<file path="config.mk">
export PLATFORM = sky130hd
export DESIGN_NAME = bidir_port_with_pullups
export DESIGN_NICKNAME = d
export VERILOG_FILES = /design/src/logic/gpio_port_pkg.sv /design/src/logic/bidir_port_with_pullups.sv /design/src/logic/pin_sync.sv
export SDC_FILE = /design/constraint.sdc
export NUM_CORES = 1
export LEC_CHECK = 0
export BUFFER_PORTS_ARGS = -buffer_cell sky130_fd_sc_hd__buf_2
export CELL_PAD_IN_SITES_DETAIL_PLACEMENT = 0
export CELL_PAD_IN_SITES_GLOBAL_PLACEMENT = 1
export CORE_UTILIZATION = 34
export DETAILED_ROUTE_END_ITERATION = 8
export PLACE_DENSITY = 0.94
export SLEW_MARGIN = 15
export SYNTH_ARGS = -nofsm -noshare
export SYNTH_HDL_FRONTEND = slang
export SYNTH_SLANG_ARGS = --single-unit
</file>
<file path="constraint.sdc">
create_clock -name clk -period 3.8 [get_ports clk]
set_input_delay 0.76 -clock clk [delete_from_list [all_inputs] [get_ports clk]]
set_output_delay 0.76 -clock clk [all_outputs]
set_load 0.005 [all_outputs]
</file>
<file path="src/logic/gpio_port_pkg.sv">
/*
  constants for the eight-pin bidirectional port: register offsets, widths, reset values.
  assumes a 32-bit avalon-mm register bus with byte addresses.
*/
package gpio_port_pkg;
  localparam int          PORT_WIDTH      = 8;
  localparam int          ADDR_WIDTH      = 4;
  localparam logic [3:0]  OFS_DATA        = 4'h0;
  localparam logic [3:0]  OFS_DIRECTION   = 4'h4;
  localparam logic [3:0]  OFS_PULLUP      = 4'h8;
  localparam logic [3:0]  OFS_PIN_STATUS  = 4'hc;
  localparam logic [7:0]  DIRECTION_RESET = 8'h00;
  localparam logic [7:0]  PULLUP_RESET    = 8'h00;
  localparam int          SYNC_STAGES     = 2;
endpackage

</file>
<file path="src/logic/bidir_port_with_pullups.sv">
/*
  eight-pin bidirectional port with data latch, direction and pullup enable registers,
  shared with a keypad interrupt unit and an analog converter.
  assumes an avalon-mm master on clk, pins resolved by the bench from the enables,
  and keypad/converter control levels coming from logic on the same clock.
*/
// Overview of operation
// - eight pins, each also usable by keypad unit and analog channels
// - one read/write latch bit per pin, untouched by reset
// - direction bit 1 drives the pin, 0 makes it an input
// - reset clears all direction bits so every pin is input
// - data read gives latch value for output pins
// - data read gives synchronised pin level for input pins
// - data write with byteenable bit 0 set always updates latch; input readback unaffected
// - plain pullup active only when enabled and pin is a digital non-keypad input
// - pullup enable 1 connects pullup, 0 leaves input high impedance (non-keypad pins only)
// - keypad pin enable routes pin level to keypad unit
// - converter channel select forces pin to analog input, overriding all control
// - keypad input pins get pullup or pulldown from keypad polarity
`timescale 1ns/1ps
module bidir_port_with_pullups
  import gpio_port_pkg::*;
#(
  parameter int WIDTH = gpio_port_pkg::PORT_WIDTH
) (
  input  wire logic                              clk,
  input  wire logic                              arst_n,
  input  wire logic [gpio_port_pkg::ADDR_WIDTH-1:0] avs_address,
  input  wire logic                              avs_read,
  input  wire logic                              avs_write,
  input  wire logic [31:0]                       avs_writedata,
  input  wire logic [3:0]                        avs_byteenable,
  output logic      [31:0]                       avs_readdata,
  output logic                                   avs_waitrequest,
  input  wire logic [WIDTH-1:0]                  pin_in,
  output logic      [WIDTH-1:0]                  pin_out,
  output logic      [WIDTH-1:0]                  pin_oe,
  output logic      [WIDTH-1:0]                  pin_pullup,
  output logic      [WIDTH-1:0]                  pin_pulldown,
  output logic      [WIDTH-1:0]                  pin_analog,
  input  wire logic [WIDTH-1:0]                  keypad_pin_enables,
  input  wire logic [WIDTH-1:0]                  keypad_polarity_reg,
  input  wire logic [WIDTH-1:0]                  analog_channel_select,
  output logic      [WIDTH-1:0]                  keypad_inputs,
  output logic      [WIDTH-1:0]                  analog_channel_inputs
);
  initial begin
    if (WIDTH < 1 || WIDTH > 8) begin
      $error("port width must be 1 to 8");
    end
  end

  logic [WIDTH-1:0] port_data_latch;
  logic [WIDTH-1:0] port_direction;
  logic [WIDTH-1:0] port_pullup_enable;
  logic [WIDTH-1:0] pin_level;
  logic             answered;

  // answer one cycle after the request appears
  wire req       = avs_read | avs_write;
  wire accept    = req & answered;
  wire wr_take   = accept & avs_write & avs_byteenable[0];
  wire sel_data  = (avs_address == OFS_DATA);
  wire sel_dir   = (avs_address == OFS_DIRECTION);
  wire sel_pull  = (avs_address == OFS_PULLUP);
  wire sel_pins  = (avs_address == OFS_PIN_STATUS);
  wire [WIDTH-1:0] wr_byte = avs_writedata[WIDTH-1:0];

  assign avs_waitrequest = req & ~answered;

  always_ff @(posedge clk or negedge arst_n) begin
    if (!arst_n) begin
      answered <= 1'b0;
    end else begin
      answered <= req & ~answered;
    end
  end

  pin_sync #(
    .WIDTH  (WIDTH),
    .STAGES (SYNC_STAGES)
  ) u_pin_sync (
    .clk      (clk),
    .arst_n   (arst_n),
    .async_in (pin_in),
    .sync_out (pin_level)
  );

  // latch has no reset so its content survives system reset
  always_ff @(posedge clk) begin
    if (wr_take && sel_data) begin
      port_data_latch <= wr_byte;
    end
  end

  always_ff @(posedge clk or negedge arst_n) begin
    if (!arst_n) begin
      port_direction     <= DIRECTION_RESET[WIDTH-1:0];
      port_pullup_enable <= PULLUP_RESET[WIDTH-1:0];
    end else begin
      if (wr_take && sel_dir) begin
        port_direction <= wr_byte;
      end
      if (wr_take && sel_pull) begin
        port_pullup_enable <= wr_byte;
      end
    end
  end

  // converter selection overrides direction, latch and pullup
  wire [WIDTH-1:0] digital     = ~analog_channel_select;
  wire [WIDTH-1:0] keypad_used = keypad_pin_enables & digital & ~port_direction;
  wire [WIDTH-1:0] data_view   = (port_direction & port_data_latch) | (~port_direction & pin_level);
  wire [WIDTH-1:0] plain_pull  = port_pullup_enable & ~port_direction & digital & ~keypad_used;

  assign pin_oe                = port_direction & digital;
  assign pin_out               = port_data_latch & pin_oe;
  assign pin_analog            = analog_channel_select;
  assign analog_channel_inputs = analog_channel_select;
  assign pin_pullup            = plain_pull | (keypad_used & ~keypad_polarity_reg);
  assign pin_pulldown          = keypad_used & keypad_polarity_reg;
  assign keypad_inputs         = pin_level & keypad_pin_enables & digital;

  wire [WIDTH-1:0] rd_mux = sel_data ? data_view :
                            sel_dir  ? port_direction :
                            sel_pull ? port_pullup_enable :
                            sel_pins ? pin_level : '0;

  always_ff @(posedge clk or negedge arst_n) begin
    if (!arst_n) begin
      avs_readdata <= 32'h0000_0000;
    end else if (req && !answered) begin
      avs_readdata <= {{(32-WIDTH){1'b0}}, rd_mux};
    end
  end
endmodule

</file>
<file path="src/logic/pin_sync.sv">
/*
  multi-stage synchroniser for a vector of pin levels.
  assumes the inputs are asynchronous to clk; only the last stage is read outside.
*/
`timescale 1ns/1ps
module pin_sync #(
  parameter int WIDTH  = 8,
  parameter int STAGES = 2
) (
  input  wire logic             clk,
  input  wire logic             arst_n,
  input  wire logic [WIDTH-1:0] async_in,
  output logic      [WIDTH-1:0] sync_out
);
  logic [WIDTH-1:0] stage [STAGES];

  initial begin
    if (STAGES < 2) begin
      $error("pin_sync needs at least two stages");
    end
  end

  always_ff @(posedge clk or negedge arst_n) begin
    if (!arst_n) begin
      for (int i = 0; i < STAGES; i++) begin
        stage[i] <= '0;
      end
    end else begin
      stage[0] <= async_in;
      for (int i = 1; i < STAGES; i++) begin
        stage[i] <= stage[i-1];
      end
    end
  end

  assign sync_out = stage[STAGES-1];
endmodule

</file>
# Yosys cells after proc, flatten, opt, wreduce, memory -nomap -nowiden
# Index checks and enable logic that the tools add are counted.
# Widths: inputs -> output; s select.
[classes] add_sub_neg=0 mul=0 n_div=0 n_lt_le_gt_ge=0 eq_ne=3 n_shift=0 muxes=4 bitwise=25 reduce_logical=6
[ops] op="$and 8x8->8" n=13
[ops] op="$mux 8" n=4
[ops] op="$not 8->8" n=4
[ops] op="$or 8x8->8" n=2
[ops] op="$eq 4x4->1 const B" n=2
[ops] op="$and 1x1->1" n=4
[ops] op="$eq 4x3->1 const B" n=1
[ops] op="$logic_and 1x1->1" n=4
[ops] op="$logic_not 4->1" n=1
[ops] op="$logic_not 1->1" n=1
[ops] op="$not 1->1" n=1
[ops] op="$or 1x1->1" n=1
[totals] register_bits=49 latchBits=0 ramBits=0 rom_bits=0 input_bits=76 out_inout_bits=89 wordCells=45 memories=0

# Longest topological paths before layout
[logic_depth] word_depth=6 ltp_mapped=5 depth_no_buf=3

# Hierarchy
# Synthesis repeated with hierarchy kept, for this count alone.
[unflattened] cells_unflattened=244 area_unflattened_um2=2713.9
[by_module_without_submodules] mod="bidir_port_with_pullups" n_inst=1 cells_per_inst=220 area_per_inst_um2=2253.4 seq_area_each_um2=865.8
[by_module_without_submodules] mod="pin_sync" n_inst=1 cells_per_inst=24 area_per_inst_um2=460.4 seq_area_each_um2=400.4

# Least setup slack after synthesis
# Ideal clock, no wire load.
[synth_path] path_type="input-to-output" startpoint="input avs_write" endpoint="output avs_waitrequest" arrival_time_ps=1403 t_required_ps=3040 setup_slack_ps=1637 path_stages=3 n_path_buf=2 path_cell_list="o21ba_2 clkbuf_1 clkbuf_1"
[synth_via] elab_chain_len=2
[synth_rtl] element="start, declared" line_no="bidir_port_with_pullups.sv:30" rtl="input wire logic avs_write,"
[synth_rtl] element="$or 1x1->1" line_no="bidir_port_with_pullups.sv:60" rtl="wire req = avs_read | avs_write;"
[synth_rtl] element="$and 1x1->1" line_no="bidir_port_with_pullups.sv:69" rtl="assign avs_waitrequest = req & ~answered;"
[synth_rtl] element="end, declared" line_no="bidir_port_with_pullups.sv:34" rtl="output logic avs_waitrequest,"
# No other way between the ends.

# Final worst setup path
# Same ends and word-level chain as after synthesis.

==> flow_summary.json <==
{
  "grt_usage": 0.146,
  "r2r-end": "port_pullup_enable[4]$_DFFE_PN0P_",
  "ios": 165,
  "clock_latency_ns": 0.30,
  "grt_pass1_vias": 1961,
  "dieWidth_um": 90.3,
  "ys_seq_elements": 49,
  "root_buffer": "clkbuf_8",
  "hold_viol": 0,
  "hp-start": "u_pin_sync.stage[14]$_DFF_PN0_",
  "yosysWarnings": 0,
  "crit_chain": "buf_2, o21ba_2, buf_2",
  "clkPwrFrac": 0.314,
  "netlist_instances": 236,
  "nets": 409,
  "arrival_ns": 1.48,
  "synth.distinct_cells": 30,
  "grt_pass1_wl_um": 9460,
  "syn_area_per_cell_sq_um": 11.2,
  "period_needed_ns": 2.24,
  "synth_edf_count": 8,
  "cp_slowest_stage_delay_ns": 0.42,
  "fin_hold_ws_ns": 0.355,
  "numCtsBuffers": 5,
  "worstPathMaxFanout": 18,
  "port_buffers": 113,
  "wirelength_um": 5820,
  "pre_cts_ws_ns": 1.23,
  "clk_pin_slew_ns": 0.09,
  "whs_endpoint": "u_pin_sync.sync_out[6]$_DFF_PN0_",
  "fp.dieH_um": 90.3,
  "fin_cells": 433,
  "place.gp.congestion": 0.710,
  "slew_headroom": 0.378,
  "rr_startpoint": "answered$_DFF_PN0_",
  "dp_cells": 425,
  "power_switching_w": 0.000319,
  "synth_ff_type": "dfrtp_1",
  "die_area_sq_um": 8150,
  "hp-class": "register to register",
  "path_common_cell": "buf_2",
  "final.setup.worst_slack_ns": 1.56,
  "critPathCaptureType": "output port",
  "finalMaxSlewViolations": 0,
  "clock-sinks": 49,
  "finalCritPeriodShare": 0.590,
  "first_iter_violations": 48,
  "clock.fmax_mhz": 446,
  "fin_skew_ns": 0.00781,
  "critPathKind": "input port to output port",
  "antenna_cells": 0,
  "status": "finished clean",
  "start_util": 0.358,
  "whs_path_depth": 0,
  "final_cell_mix": "buf_2 (113), dfrtp_1 (41), conb_1 (24)",
  "row_count": 31,
  "switching_share": 0.260,
  "num_vias": 2030,
  "viasPerCell": 4.69,
  "post-cts-setup-buffers": 0,
  "power_frac_seq": 0.507,
  "hold_buffers": 0,
  "peakVddDrop_mv": 0.159,
  "ys_seq_area_frac": 0.478,
  "worst_slew_pin_slew_ns": 0.933,
  "r2r_setup_slack_ns": 2.01,
  "reg2reg_depth": 3,
  "grt-ovfl-total": 0,
  "core_sq_um": 7410,
  "wl_per_cell_um": 13.4,
  "internal_power_w": 0.000910,
  "drt-pass1-iter-count": 4,
  "finalSetupTns_ns": 0,
  "crit_required_ns": 3.04,
  "layout_commonest_cell": "buf_2",
  "cts_buffer_depth": 2,
  "antenna_found_initial": 0,
  "rsz0062_at_grt": "no",
  "drtAntennaViolNets": 0,
  "fin_util": 0.435,
  "critPathSlowestCell": "o21ba_2",
  "cts-resized-gates": 0,
  "drive_gt1_frac": 0.452,
  "cts_tree": "built",
  "cts_max_level": 2,
  "drv_cap": 0,
  "syn-cell-area_sq_um": 2650,
  "finalSetupViolCount": 0,
  "power.density_nw_per_um2": 381,
  "synth_async_sr_flop_share": 0.837,
  "worstSetupStartpointType": "input port",
  "grt_max_degree": 42,
  "combPwrFrac": 0.179,
  "route.detailed.drc": 0,
  "syn_to_final_growth_pct": 21.6,
  "dpl.hpwl_um": 4170,
  "p_leak_nw": 1.64
}
[worst max path at each step]
stage                   startpoint                                 to  slack, ns  depth (start not counted)
global placement    avs_address[3]  port_pullup_enable[2]$_DFFE_PN0P_       1.28                          4
CTS                      avs_write                    avs_waitrequest       1.55                          3
finish                   avs_write                    avs_waitrequest       1.56                          3
floorplan                avs_write                    avs_waitrequest       1.64                          3
global route        avs_address[2]      port_direction[4]$_DFFE_PN0P_       1.48                          4
detailed placement  avs_address[2]      port_direction[4]$_DFFE_PN0P_       1.23                          4
[critical path, delay by kind of cell]
family / cells / cell delay, ns
buffers and inverters: 2 / 0.30
AO/OA/AOI/OAI: 1 / 0.42
[stage by stage]
step	area, sq um	power, W
floorplan	2740	0.000771
global placement	3100	0.000851
detailed placement	3100	0.000858
CTS	3220	0.00125
global route	3220	0.00130
finish	3220	0.00123
[layout make-up]
| cell class | count | area (sq um) |
|---|---|---|
| timing repair buffer | 114 | 573 |
| clock buffer | 6 | 82.6 |
| inverter | 4 | 15.0 |
| multi-input combinational | 159 | 1120 |
| tap | 99 | 124 |
| sequential | 49 | 1270 |
| clock inverter | 2 | 37.5 |
| fill | 731 | 4190 |
[routing by layer]
layer | part of all wire | GRT usage | vias to the layer above
li1 | - | - | 976
met1 | 0.40 | 0.170 | 964
met3 | 0.069 | 0.0362 | 6
met2 | 0.52 | 0.272 | 84
met5 | 0 | 0 | -
met4 | 0.0074 | 0.0282 | 0
[power groups by stage]
stage	clock network (W)	registers, W	logic [W]
6_report	0.000386	0.000623	0.000220
5_1_grt	0.000420	0.000632	0.000247
4_1_cts	0.000398	0.000624	0.000224
3_5_place_dp	0	0.000634	0.000224
3_3_place_gp	0	0.000632	0.000219
2_1_floorplan	0	0.000625	0.000147
[cell families (layout without fill, tap and decap cells)]
family | after synthesis | after routing | share of synthesized area
buffers and inverters | 51 | 126 | 0.131
AOI/OAI and AO/OA | 29 | 29 | 0.0864
and+or+nand+nor | 78 | 78 | 0.187
DFF | 49 | 49 | 0.478
other | 1 | 24 | 0.00141
muxes | 28 | 28 | 0.117
[state kept, by name, indices dropped and copies added (netlist names)]
register             count
avs_readdata             8
port_data_latch          8
port_direction           8
u_pin_sync.sync_out      8
port_pullup_enable       8
u_pin_sync.stage         8
answered                 1
[synth_stat cells, types with 3 or more instances]
master	n	area share
a31oi_1	7	0.017
a2111oi_0	6	0.020
clkbuf_1	5	0.0071
edfxtp_1	8	0.091
nor4b_1	3	0.0099
nor3_1	8	0.015
mux2i_1	5	0.019
nand2_1	15	0.021
a21o_1	7	0.020
nor2b_1	9	0.021
and2_1	6	0.014
inv_1	4	0.0057
dfrtp_1	41	0.39
nand3b_1	7	0.020
and3b_1	8	0.026
o2111ai_1	7	0.023
mux2_2	23	0.098
nor2_1	14	0.020
buf_4	41	0.12
Power figures use the tool's default switching activity.
